===== src/otcc_pkg.sv =====
// Package: oscillator trim and clock pin control constants
package otcc_pkg;

  // ---------------------------------------------------------------
  // Oscillator control word layout
  // ---------------------------------------------------------------
  localparam int unsigned CTRL_WIDTH    = 16;
  localparam int unsigned TRIM_MSB      = 12;
  localparam int unsigned TRIM_LSB      = 8;
  localparam int unsigned TRIM_WIDTH    = 5;
  localparam int unsigned CKOUT_EN_BIT  = 0;
  localparam logic [15:0] CTRL_RESET    = 16'h0000;
  localparam logic [15:0] CTRL_KEEP     = 16'h1f01;
  localparam logic [4:0]  TRIM_RESET    = 5'h00;
  localparam logic [4:0]  TRIM_MAX_CODE = 5'h0f;
  localparam logic [4:0]  TRIM_MIN_CODE = 5'h10;

  // ---------------------------------------------------------------
  // Oscillator model timing
  // ---------------------------------------------------------------
  localparam int unsigned NOM_HALF_TIME_NS = 40;
  localparam int unsigned CLK_PERIOD_NS    = 10;
  // Reference half period rounded up to whole system cycles
  localparam int unsigned NOM_HALF_CYCLES  =
    (NOM_HALF_TIME_NS + CLK_PERIOD_NS - 1) / CLK_PERIOD_NS;
  localparam int unsigned PHASE_WIDTH      = 24;
  localparam logic [23:0] PHASE_NOM_STEP   = 24'h020000;
  localparam logic [23:0] PHASE_RESET      = 24'h000000;
  localparam logic [10:0] FACTOR_NOMINAL   = 11'h3e8;
  localparam logic [34:0] PERMILLE_DIV     = 35'h000003e8;

  // Pin source modes
  typedef enum logic [1:0] {
    OTCC_EXT_IN,
    OTCC_INT_HIZ,
    OTCC_INT_OUT
  } otcc_mode_t;

endpackage


===== src/otcc_clock_ctrl.sv =====
// Top: internal oscillator model, trim and clock pin direction control
`timescale 1ns/10ps
// Functional notes
// RULE1 - Trim field is five-bit two's complement
// RULE2 - Zero nominal; signed code raises or lowers
// RULE3 - Select low: oscillator stopped, pin input
// RULE4 - Select high, enable 0: run, pin released
// RULE5 - Select high, enable 1: drive clock out
// RULE6 - Trim sits in control bits 12..8
// RULE7 - Output enable is control bit 0
module otcc_clock_ctrl
(
  // Clock and reset
  input  wire logic        sys_clk,
  input  wire logic        reset_n,
  // Oscillator control word load
  input  wire logic [15:0] oscCtrlData,
  input  wire logic        oscCtrlWrite,
  // Clock source select pin
  input  wire logic        clock_source_select_pin,
  // Clock pin, split into three signals
  input  wire logic        clockPinIn,
  output logic             clockPinOut,
  output logic             clockPinOe_n,
  // Status and chosen core clock
  output logic [15:0]      oscCtrl,
  output logic             internalOscRunning,
  output logic             coreClock,
  output otcc_pkg::otcc_mode_t pinMode
);

  // ---------------------------------------------------------------
  // Signals
  // ---------------------------------------------------------------
  logic [2:0]  selSync;
  logic [2:0]  pinSync;
  logic        selStable;
  logic        extClock;
  logic [10:0] factorPermille;
  logic [23:0] phaseAcc;
  logic        oscLevel;

  wire  [4:0]  trimCode;
  wire         clockOutEnable;
  wire         selNext;
  wire         oscRun;
  wire  [23:0] phaseStep;
  wire  [34:0] stepProduct;
  wire  [15:0] next_oscCtrl;
  wire         next_extClock;
  wire  [23:0] next_phaseAcc;
  wire         next_oscLevel;
  wire         next_clockPinOe_n;
  wire         next_coreClock;
  otcc_pkg::otcc_mode_t next_pinMode;

  // ---------------------------------------------------------------
  // Helpers
  // ---------------------------------------------------------------
  // Stages two and three apart means a change still settling;
  // holding the old level keeps a metastable sample out
  function automatic logic agreeFilter(input logic [2:0] stages,
                                       input logic       held);
    if (stages[1] == stages[2])
      agreeFilter = stages[2];
    else
      agreeFilter = held;
  endfunction

  // Pin driver is on only in the output mode
  function automatic logic driverOn(input otcc_pkg::otcc_mode_t mode);
    driverOn = (mode == otcc_pkg::OTCC_INT_OUT);
  endfunction

  // ---------------------------------------------------------------
  // Control word fields
  // ---------------------------------------------------------------
  // Trim is signed; the lookup deals with the sign
  assign trimCode =
    oscCtrl[otcc_pkg::TRIM_MSB:otcc_pkg::TRIM_LSB]; // RULE6 RULE1
  assign clockOutEnable = oscCtrl[otcc_pkg::CKOUT_EN_BIT]; // RULE7

  // Unused and reserved bits held at zero, so reads show no noise
  assign next_oscCtrl = oscCtrlData & otcc_pkg::CTRL_KEEP; // RULE6 RULE7

  always_ff @(posedge sys_clk or negedge reset_n)
  begin
    if (!reset_n)
      oscCtrl <= otcc_pkg::CTRL_RESET;
    else if (oscCtrlWrite)
      oscCtrl <= next_oscCtrl;
  end

  // ---------------------------------------------------------------
  // Pin input synchronisers
  // ---------------------------------------------------------------
  // Change taken only once stages two and three agree
  assign selNext       = agreeFilter(selSync, selStable);
  assign next_extClock = agreeFilter(pinSync, extClock);

  // Select pin
  always_ff @(posedge sys_clk or negedge reset_n)
  begin
    if (!reset_n)
    begin
      selSync   <= 3'h0;
      selStable <= 1'b0;
    end
    else
    begin
      selSync   <= {selSync[1:0], clock_source_select_pin};
      selStable <= selNext;
    end
  end

  // Clock pin; only used while the pin is an input
  always_ff @(posedge sys_clk or negedge reset_n)
  begin
    if (!reset_n)
    begin
      pinSync  <= 3'h0;
      extClock <= 1'b0;
    end
    else
    begin
      pinSync  <= {pinSync[1:0], clockPinIn};
      extClock <= next_extClock;
    end
  end

  // ---------------------------------------------------------------
  // Mode decode
  // ---------------------------------------------------------------
  // Select pin wins over the enable bit: with it low the pin is an
  // input, whatever the control word asks for
  assign oscRun = selStable; // RULE3 RULE4 RULE5
  assign next_pinMode = !selStable     ? otcc_pkg::OTCC_EXT_IN :  // RULE3
                        clockOutEnable ? otcc_pkg::OTCC_INT_OUT : // RULE5
                                         otcc_pkg::OTCC_INT_HIZ;  // RULE4

  // ---------------------------------------------------------------
  // Internal oscillator model
  // ---------------------------------------------------------------
  // Factor is registered in the lookup, so a new trim takes hold
  // one cycle after the write
  otcc_trim_rom u_trim_rom
  (
    .sys_clk        (sys_clk),
    .reset_n        (reset_n),
    .trimCode       (trimCode),
    .factorPermille (factorPermille)
  );

  // Step scales with trim factor; zero code keeps nominal rate
  assign stepProduct = otcc_pkg::PHASE_NOM_STEP * factorPermille; // RULE2
  assign phaseStep   = 24'(stepProduct / otcc_pkg::PERMILLE_DIV); // RULE2

  // Stopped oscillator restarts from phase zero, level low
  assign next_phaseAcc = oscRun ? 24'(phaseAcc + phaseStep)
                                : otcc_pkg::PHASE_RESET; // RULE3
  assign next_oscLevel = oscRun ? phaseAcc[23] : 1'b0; // RULE3

  // Accumulator is a model only; trim resolution limited by step width
  always_ff @(posedge sys_clk or negedge reset_n)
  begin
    if (!reset_n)
    begin
      phaseAcc <= otcc_pkg::PHASE_RESET;
      oscLevel <= 1'b0;
    end
    else
    begin
      phaseAcc <= next_phaseAcc;
      oscLevel <= next_oscLevel;
    end
  end

  // ---------------------------------------------------------------
  // Outputs
  // ---------------------------------------------------------------
  assign next_clockPinOe_n = !driverOn(next_pinMode); // RULE4 RULE5
  assign next_coreClock    = oscRun ? oscLevel : extClock; // RULE3

  // Level and enable launched on one edge, so the pin never glitches
  always_ff @(posedge sys_clk or negedge reset_n)
  begin
    if (!reset_n)
    begin
      clockPinOut  <= 1'b0;
      clockPinOe_n <= 1'b1;
    end
    else
    begin
      clockPinOut  <= oscLevel;
      clockPinOe_n <= next_clockPinOe_n;
    end
  end

  // Status
  always_ff @(posedge sys_clk or negedge reset_n)
  begin
    if (!reset_n)
    begin
      pinMode            <= otcc_pkg::OTCC_EXT_IN;
      internalOscRunning <= 1'b0;
    end
    else
    begin
      pinMode            <= next_pinMode;
      internalOscRunning <= oscRun;
    end
  end

  // Core clock follows the oscillator, or the synced pin when stopped
  always_ff @(posedge sys_clk or negedge reset_n)
  begin
    if (!reset_n)
      coreClock <= 1'b0;
    else
      coreClock <= next_coreClock;
  end

endmodule


===== src/otcc_trim_rom.sv =====
// Trim lookup: signed trim code to per-mille frequency factor
`timescale 1ns/10ps
module otcc_trim_rom
(
  // Clock and reset
  input  wire logic        sys_clk,
  input  wire logic        reset_n,
  // Lookup
  input  wire logic [4:0]  trimCode,
  output logic      [10:0] factorPermille
);

  // ---------------------------------------------------------------
  // Table: per-mille factor, 1000 plus ten times the percent change
  // ---------------------------------------------------------------
  function automatic logic [10:0] trimFactor(input logic [4:0] code);
    case (code)
      5'h0f: trimFactor = 11'h59d;
      5'h0e: trimFactor = 11'h58e;
      5'h0d: trimFactor = 11'h579;
      5'h0c: trimFactor = 11'h568;
      5'h0b: trimFactor = 11'h548;
      5'h0a: trimFactor = 11'h530;
      5'h09: trimFactor = 11'h508;
      5'h08: trimFactor = 11'h4e7;
      5'h07: trimFactor = 11'h499;
      5'h06: trimFactor = 11'h475;
      5'h05: trimFactor = 11'h44c;
      5'h04: trimFactor = 11'h43c;
      5'h03: trimFactor = 11'h41e;
      5'h02: trimFactor = 11'h40c;
      5'h01: trimFactor = 11'h3f6;
      5'h00: trimFactor = 11'h3e8;
      5'h1f: trimFactor = 11'h3c6;
      5'h1e: trimFactor = 11'h3b7;
      5'h1d: trimFactor = 11'h3a0;
      5'h1c: trimFactor = 11'h38d;
      5'h1b: trimFactor = 11'h36a;
      5'h1a: trimFactor = 11'h351;
      5'h19: trimFactor = 11'h32f;
      5'h18: trimFactor = 11'h316;
      5'h17: trimFactor = 11'h2eb;
      5'h16: trimFactor = 11'h2d8;
      5'h15: trimFactor = 11'h2bd;
      5'h14: trimFactor = 11'h2a7;
      5'h13: trimFactor = 11'h282;
      5'h12: trimFactor = 11'h26b;
      5'h11: trimFactor = 11'h24f;
      default: trimFactor = 11'h23a;
    endcase
  endfunction

  always_ff @(posedge sys_clk or negedge reset_n)
  begin
    if (!reset_n)
      factorPermille <= otcc_pkg::FACTOR_NOMINAL;
    else
      factorPermille <= trimFactor(trimCode);
  end

endmodule

===== config.mk =====
export PLATFORM = sky130hd
export DESIGN_NAME = otcc_clock_ctrl
export DESIGN_NICKNAME = d
export VERILOG_FILES = /design/src/otcc_pkg.sv /design/src/otcc_clock_ctrl.sv /design/src/otcc_trim_rom.sv
export SDC_FILE = /design/constraint.sdc
export NUM_CORES = 1
export LEC_CHECK = 0
export BUFFER_PORTS_ARGS = -buffer_cell sky130_fd_sc_hd__buf_2
export CORE_MARGIN = 2
export CORE_UTILIZATION = 55
export CTS_CLUSTER_DIAMETER = 80
export DETAILED_ROUTE_END_ITERATION = 6
export PLACE_DENSITY = 0.7
export SLEW_MARGIN = 5
export SYNTH_ARGS = -nofsm -noshare
export SYNTH_HDL_FRONTEND = slang
export SYNTH_SLANG_ARGS = --single-unit

===== constraint.sdc =====
create_clock -name sys_clk -period 45.5 [get_ports sys_clk]
set_input_delay 2.275 -clock sys_clk [delete_from_list [all_inputs] [get_ports sys_clk]]
set_output_delay 2.275 -clock sys_clk [all_outputs]
set_load 0.02 [all_outputs]

==> run metrics, run 1 <==
XOR/XNOR Fraction of Synth Area=6.947%; filler instances=2164; vias in the first global route=11960; synth cell count leaders=nand2_1, nor2_1, a21oi_1; Worst-Margin Slew=899.8 ps; TritonCTS Sinks=56; failing checks=DRC; RSZ-0062 raised after global routing=false; fin crit period=31420 ps; Hold WS=364.1 ps; largest net degree at the start of global routing=57; nets@finish=1691; Final Hold Violating Endpoints=0; share of the synthesized area in the top cell type=9.953%; Slew Limit Fails=0; Final ANT Viol Nets=0; ranking of synthesized cells by area=dfrtp_1, xnor2_1, nand2_1, ha_1, nor2_1; Worst Path Arrival=31610 ps; Main synth FF type=dfrtp_1; Startpoint Class=flip-flop; Ys Warns=0; DP Wirelength=27400 um; Port Buf Inserts=22; Post-CTS Hold Buffers=0; r2r worst-path depth=112; required time at the worst-slack endpoint=45690 ps; hold depth=0; CP top delay family=simple AND/OR/NAND/NOR gates; CP endpoint kind=flip-flop; status=complete, but fails checks; post-synthesis mux area share=3.748%; initial antenna violation count=0; slowest stage delay, CP=690 ps; clk slew on worst S/H paths=80 ps; crit share post-route=69.06%; simple-gate share of the synthesized area=29.35%; CP max FO=18; proportion of layout cells with a drive suffix above 1=11.12%; Area Overhead vs Synth=2.235%; CP bufs+invs=4; post-synthesis compound-gate area fraction=38.61%; CTS buffer count=5; Detailed Routing Iterations Pass 1=7; Worst Skew=10.72 ps; worst skew pair latency=300 ps; most frequent CP cell=ha_1; Routed WL per cell=18.18 um; Avg Cell Area, Syn=7.435 um^2; H-tree depth=2; area leader, netlist=dfrtp_1; Routability Congestion=0.9441; die area=23610 um^2; Setup-failing EPs final=0; Routed Wire Length=34690 um; initial core utilization=56.28%; sequential area share after synthesis=11.45%; post-synthesis adder-cell area fraction=4.753%; first-pass GRT wire length=58300 um; asr flop ratio synth=100.0%; EDFF count, synth=0; FF+latch count, synth=56; antenna cells=0; CTS tree=built; die height=153.7 um; largest family of logic cells by synthesized area=compound AO/OA/AOI/OAI gates; die width=153.7 um; number of cell rows=54; f_max=31.82 MHz; Iteration-0 DRC Markers=1181; core footprint=21890 um^2; Worst slew margin=39.50%; count leader, synth=nand2_1; Remaining DRCs=1; Max stage delay cell, worst path=nor2_1; GRT Total Usage=28.37%; Setup Fix Bufs, Post-CTS=0; Ports=43; kind of critical path=reg -> reg; Crit path depth=112; setup TNS=0 ps; hold crit path type=reg -> reg; Syn Std Cell Area=12320 um^2; Cells after Synth=1657; DR vias=13200; Max Root-Sink Buffers=2; Root Driver=clkbuf_16; grt ovf=0; Max Cap Viol=0; CTS-repair resized insts=0; vias per cell=6.916; Synth cell types=136
## stage by stage
stage / cell area (um^2) / util [%] / worst slack, ps / instances
2_1_floorplan: 12350 / - / 20270 / 1666
3_3_place_gp: 12450 / 56.87 / 15140 / 1900
3_5_place_dp: 12450 / 56.87 / 14570 / 1900
4_1_cts: 12590 / 57.53 / 14470 / 1908
5_1_grt: 12590 / 57.53 / 11580 / 1908
6_report: 12590 / 57.53 / 14080 / 1908
## sequential cells by signal, summed over array words and instances (netlist names)
| name | cells |
|---|---|
| clockPinOe_n | 1 |
| clockPinOut | 1 |
| coreClock | 1 |
| extClock | 1 |
| internalOscRunning | 1 |
| oscCtrl | 6 |
| oscLevel | 1 |
| oscRun | 1 |
| phaseAcc | 24 |
| pinMode | 2 |
| pinSync | 3 |
| selSync | 3 |
| u_trim_rom.factorPermille | 11 |
## placed cells by master, fill, tap and decap left out, types with 42 or more instances in the layout
master,instances
dfrtp_1,49
a21oi_1,100
nand2_1,148
and2_1,53
xnor2_1,68
o21ai_0,87
nand3_1,66
ha_1,42
nor3_1,44
inv_1,47
nor2_1,134
## routing by layer
layer / wire [um] / part of all wire, % / global-route usage (%) / up-vias
met5: 0 / 0 / 0 / -
met4: 606 / 1.7 / 5.941 / 0
met3: 2037 / 5.9 / 2.508 / 48
met2: 16250 / 47 / 47.49 / 479
met1: 15800 / 46 / 39.93 / 6299
li1: - / - / - / 6370
## logic make-up (layout without fill, tap and decap cells)
family / Yosys count / in the layout
muxes: 40 / 40
DFF: 56 / 56
other: 1 / 10
and+or+nand+nor: 672 / 672
adders and majority gates: 47 / 47
xor gates and xnor gates: 96 / 96
buffers and inverters: 133 / 95
AOI/OAI and AO/OA: 612 / 612
## final cells by class
cell class,count,area (um^2),share of cell area [%]
Sequential cell,56,1410,11.20
Timing Repair Buffer,27,147.6,1.172
Clock inverter,2,16.27,0.1291
Inverter,60,227.7,1.808
Multi-Input combinational cell,1477,10310,81.89
Clock buffer,6,128.9,1.023
Tap cell,280,350.3,2.782
## path summary, 6_finish.rpt
path / from / endpoint / slack (ps)
max: u_trim_rom.factorPermille[9]$_DFF_PN1_ / phaseAcc[23]$_DFF_PN0_ / 14080
min: selSync[0]$_DFF_PN0_ / selSync[1]$_DFF_PN0_ / 360
max reg2reg: u_trim_rom.factorPermille[9]$_DFF_PN1_ / phaseAcc[23]$_DFF_PN0_ / 14080
min reg2reg: selSync[0]$_DFF_PN0_ / selSync[1]$_DFF_PN0_ / 360
max in group asynchronous: reset_n / phaseAcc[21]$_DFF_PN0_ / 42920
min in group asynchronous: reset_n / selSync[2]$_DFF_PN0_ / 2090
Power of run 1 is not shown: default switching activity piles up to over one toggle a cycle in this logic, so the estimate is an artifact.
==> run 2: changes to the inputs <==
Settings changed: ABC_AREA from default to 1, PLACE_DENSITY 0.7 to 0.73.
Clock period 45.5 ns to 25.9 ns, I/O delays scaled along.
==> run 2 against run 1 <==
The flow now finishes without violations. Sequential share of layout area is 0.40 points higher. Non-clock buffer count down 4. Highest routed layer unchanged. Cell count is 12% higher. First-iteration DRC count is 41% lower.
==> run metrics, run 2 <==
initial core utilization=56.33%; RSZ-0062 raised after global routing=false; synth cell count leaders=nand2_1, inv_1, nand3_1; Setup Fix Bufs, Post-CTS=0; clk slew on worst S/H paths=70 ps; top flop regs=phaseAcc: 24 flops, u_trim_rom.factorPermille: 11 flops, oscCtrl: 6 flops; Avg Cell Area, Syn=6.380 um^2; Post-CTS Hold Buffers=0; Startpoint Class=flip-flop; Worst-Margin Slew=778.0 ps; Final Hold Violating Endpoints=0; first-pass GRT wire length=44390 um; worst skew pair latency=290 ps; multi-input logic area=9095 um^2; f_max=44.00 MHz; vias in the first global route=9830; commonest non-fill, non-tap cells in the layout=nand2_1, inv_1, nand3_1; Root Driver=clkbuf_16; initial antenna violation count=0; most frequent CP cell=ha_1; CTS-repair resized insts=0; Setup-failing EPs final=0; filler instances=2073; die height=151.0 um; DR vias=11320; Iteration-0 DRC Markers=692; Max stage delay cell, worst path=o21bai_2; Ports=43; die width=151.0 um; Synth cell types=65; Routed WL per cell=12.25 um; antenna cells=0; hold crit path type=reg -> reg; slowest stage delay, CP=610 ps; kind of critical path=reg -> reg; largest net degree at the start of global routing=57; Worst Skew=8.553 ps; EDFF count, synth=0; die area=22790 um^2; status=finished, final reports clean; sequential cell area=1410 um^2; fin crit period=22730 ps; Slew Limit Fails=0; Ys Warns=0; Worst slew margin=48.10%; area leader, netlist=nand2_1; Final ANT Viol Nets=0; most common cell after layout, fill and taps aside=nand2_1; DP Wirelength=21630 um; Remaining DRCs=0; Routability Congestion=0.8832; crit share post-route=87.75%; Max Root-Sink Buffers=2; Max Cap Viol=0; sequential area share after synthesis=11.87%; CP endpoint kind=flip-flop; CTS buffer count=5; grt ovf=0; vias per cell=5.294; ranking of synthesized cells by area=nand2_1, dfrtp_1, nand3_1, nand2_4, inv_1; number of cell rows=53; nets@finish=1927; critical path launch point=u_trim_rom.factorPermille[6]$_DFF_PN1_; core footprint=21090 um^2; CTS tree=built; Reg with most FFs=phaseAcc; Port Buf Inserts=22; required time at the worst-slack endpoint=26090 ps; Detailed Routing Iterations Pass 1=5; GRT Total Usage=22.92%; FF+latch count, synth=56; Area Overhead vs Synth=2.402%; CP max FO=26; setup TNS=0 ps; Routed Wire Length=26210 um; worst r2r src=u_trim_rom.factorPermille[6]$_DFF_PN1_; count leader, synth=nand2_1; asr flop ratio synth=100.0%; Hold Startpoint=pinSync[0]$_DFF_PN0_; share of the synthesized area in the top cell type=16.21%; proportion of layout cells with a drive suffix above 1=23.71%; Worst Path Arrival=22910 ps; TritonCTS Sinks=56; H-tree depth=2; Syn Std Cell Area=11880 um^2; max FFs per register=24; Cells after Synth=1862; Main synth FF type=dfrtp_1
## run 2: cell types whose count changed in the layout (fill, tap and decap cells not counted), moves of 51 or more
cell     change
nand2_4     +79
a21oi_1     -66
inv_1      +179
xnor2_1     -51
nand3_1    +116
nand2_1    +365
and2_1      -51
nand2_2    +130
## run 2: path summary, 6_finish.rpt
| path | endpoint | slack, ps | depth (start not counted) |
|---|---|---|---|
| worst max-delay path | phaseAcc[22]$_DFF_PN0_ | 3170 | 140 |
| worst min-delay path | pinSync[1]$_DFF_PN0_ | 350 | 0 |
| worst max register to register | phaseAcc[22]$_DFF_PN0_ | 3170 | 140 |
| worst min register to register | pinSync[1]$_DFF_PN0_ | 350 | 0 |
| max in group asynchronous | phaseAcc[3]$_DFF_PN0_ | 24310 | 2 |
| min in group asynchronous | oscCtrl[9]$_DFFE_PN0P_ | 1110 | 2 |
## run 2: cell families (layout without fill, tap and decap cells)
logic type               after synthesis  after routing  share of synthesized area, %
AO/OA/AOI/OAI                        137            137                         6.888
XOR/XNOR                              45             45                         3.318
adder cells (fa/ha/maj)               45             45                         4.761
buffers and inverters                298            291                         11.85
flip-flops                            56             56                         11.87
multiplexers                           1              1                       0.09479
other                                  1             10                       0.03157
AND/OR/NAND/NOR                     1279           1279                         61.19
## run 2: metrics by stage
| step | hold WS (ps) | std cells | utilization (%) | cell area, um^2 | setup slack (ps) |
|---|---|---|---|---|---|
| floorplan | 331.2 | 1871 | - | 11910 | 6750 |
| global placement | 333.2 | 2131 | 56.89 | 12000 | 3689 |
| detailed placement | 341.2 | 2131 | 56.89 | 12000 | 3226 |
| CTS | 356.2 | 2139 | 57.68 | 12160 | 3132 |
| global route | 362.0 | 2139 | 57.68 | 12160 | 998.7 |
| finish | 352.5 | 2139 | 57.68 | 12160 | 3172 |
## run 2: final cells by class
cell class	instances	share of cell area, %
clock buffers	5	1.029
clock inverters	3	0.3497
inverters	260	8.465
multi-input cells	1517	74.77
flip-flops and latches	56	11.59
well taps	275	2.829
repair buffers	23	0.9669
## run 2: critical path, delay by kind of cell (launching register included)
kind	cells	cell delay (ps)
and+or+nand+nor	95	13340
adders and majority gates	15	4690
AOI/OAI and AO/OA	12	2640
buffers and inverters	18	1210
DFF	1	560
## run 2: layer usage
layer	wire length, um	part of all wire (%)	global-route usage [%]	up-vias
met5	0	0	0	-
met4	351	1.3	4.159	0
met3	718	2.7	1.446	25
met2	12600	48	39.57	194
met1	12550	48	31.86	5178
li1	-	-	-	5927
Power of run 2 is left out for the same reason.
==> run 3: changes to the inputs <==
Settings changed: BUFFER_PORTS_ARGS -buffer_cell sky130_fd_sc_hd__buf_2 to -buffer_cell sky130_fd_sc_hd__buf_4, SETUP_SLACK_MARGIN from default to 0.02.
==> run 3 against run 2 <==
Sequential cell count unchanged. Critical path depth unchanged. Sequential share of layout area decreased by 0.059 points. Register-to-register slack improved by 100 ps. First-iteration DRC count decreased by 12%. Clock-buffer cell count increased by 2. Cell count about the same. Global-route usage increased by 0.48 points. Non-clock buffer count decreased by 1. Critical path type unchanged. Highest routed layer unchanged.
==> run metrics, run 3 (synthesis gave the netlist of run 2 again) <==
status=finished, final reports clean; Final Cell Area=12230 um^2; Max stage delay cell, worst path=dfstp_2; required time at the worst-slack endpoint=26090 ps; worst skew pair latency=300 ps; Worst Skew=5.297 ps; H-tree depth=2; nets@finish=1926; sequential cell area=1410 um^2; Layout Cells excl Fill=2138; final core occ=57.98%; CTS buffer count=5; slowest stage delay, CP=570 ps; Max Root-Sink Buffers=2; first-pass GRT wire length=45290 um; commonest non-fill, non-tap cells in the layout=nand2_1, inv_1, nand3_1; Port Buf Inserts=22; most common cell after layout, fill and taps aside=nand2_1; vias per cell=5.218; top flop regs=phaseAcc: 24 flops, u_trim_rom.factorPermille: 11 flops, oscCtrl: 6 flops; CTS-repair resized insts=0; Worst slew margin=51.62%; Final Hold Violating Endpoints=0; antenna cells=0; Final ANT Viol Nets=0; initial core utilization=56.33%; DP Cell Count=2130; Remaining DRCs=0; RSZ-0062 raised after global routing=false; Reg with most FFs=phaseAcc; proportion of layout cells with a drive suffix above 1=23.67%; multi-input logic area=9095 um^2; Iteration-0 DRC Markers=612; DR vias=11160; Worst-Margin Slew=725.2 ps; TritonCTS Sinks=56; DP Wirelength=21730 um; vias in the first global route=10150; initial antenna violation count=0; CTS tree=built; Routability Congestion=0.8947; hold crit path type=reg -> reg; GRT Total Usage=23.40%; grt ovf=0; clk slew on worst S/H paths=70 ps; CP top delay family=simple AND/OR/NAND/NOR gates; largest net degree at the start of global routing=57; Post-CTS Hold Buffers=0; CP bufs+invs=18; filler instances=2114; f_max=44.19 MHz; CP max FO=26; Area Overhead vs Synth=2.928%; die width=151.0 um; core footprint=21090 um^2; Ports=43; CP endpoint kind=flip-flop; Placed Area=12040 um^2; number of cell rows=53; die height=151.0 um; die area=22790 um^2; Setup-failing EPs final=0; max FFs per register=24; most frequent CP cell=ha_1; Max Cap Viol=0; setup TNS=0 ps; Startpoint Class=flip-flop; crit share post-route=87.36%; Routed Wire Length=26370 um; Slew Limit Fails=0; Setup Fix Bufs, Post-CTS=0; fin crit period=22630 ps; Detailed Routing Iterations Pass 1=7; Routed WL per cell=12.33 um; kind of critical path=reg -> reg; Worst Path Arrival=22820 ps; Root Driver=clkbuf_16
[run 3: cell count changes in the layout (fill, tap and decap cells not counted)]
cell and delta:
buf_2 -22, buf_4 +21, clkbuf_8 +2, clkinv_2 -1, clkinvlp_4 -1
[run 3: metrics by stage]
step                      setup WS (ps)  hold WS, ps
after floorplan                    6750        331.2
after global placement             3635        334.0
after detailed placement           3231        340.5
after CTS                          3132        356.0
after global routing               1047        364.0
final                              3273        353.9
[run 3: cell type report]
class / instances / area share (%)
Timing Repair Buffer: 22 / 1.351
Inverter: 260 / 8.422
Tap cell: 275 / 2.814
Clock buffer: 7 / 1.248
Clock inverter: 1 / 0.2456
Multi-Input combinational cell: 1517 / 74.39
Sequential cell: 56 / 11.53
[run 3: routing by layer]
layer / global-route usage [%] / routed length [um] / share of wire, % / vias to the layer above
met5: 0 / 0 / 0 / -
met4: 3.551 / 156 / 0.59 / 0
met3: 1.687 / 816 / 3.1 / 18
met2: 41.70 / 12780 / 48 / 156
met1: 31.62 / 12610 / 48 / 5065
li1: - / - / - / 5918
[run 3: path summary, 6_finish.rpt]
check	from	endpoint	slack, ps	cells past startpoint
hold reg to reg	pinSync[0]$_DFF_PN0_	pinSync[1]$_DFF_PN0_	350	0
hold / removal	pinSync[0]$_DFF_PN0_	pinSync[1]$_DFF_PN0_	350	0
setup reg to reg	u_trim_rom.factorPermille[6]$_DFF_PN1_	phaseAcc[22]$_DFF_PN0_	3270	140
setup / recovery	u_trim_rom.factorPermille[6]$_DFF_PN1_	phaseAcc[22]$_DFF_PN0_	3270	140
min in group asynchronous	reset_n	oscCtrl[10]$_DFFE_PN0P_	1040	1
max in group asynchronous	reset_n	phaseAcc[18]$_DFF_PN0_	24380	1
Power of run 3 is left out for the same reason.
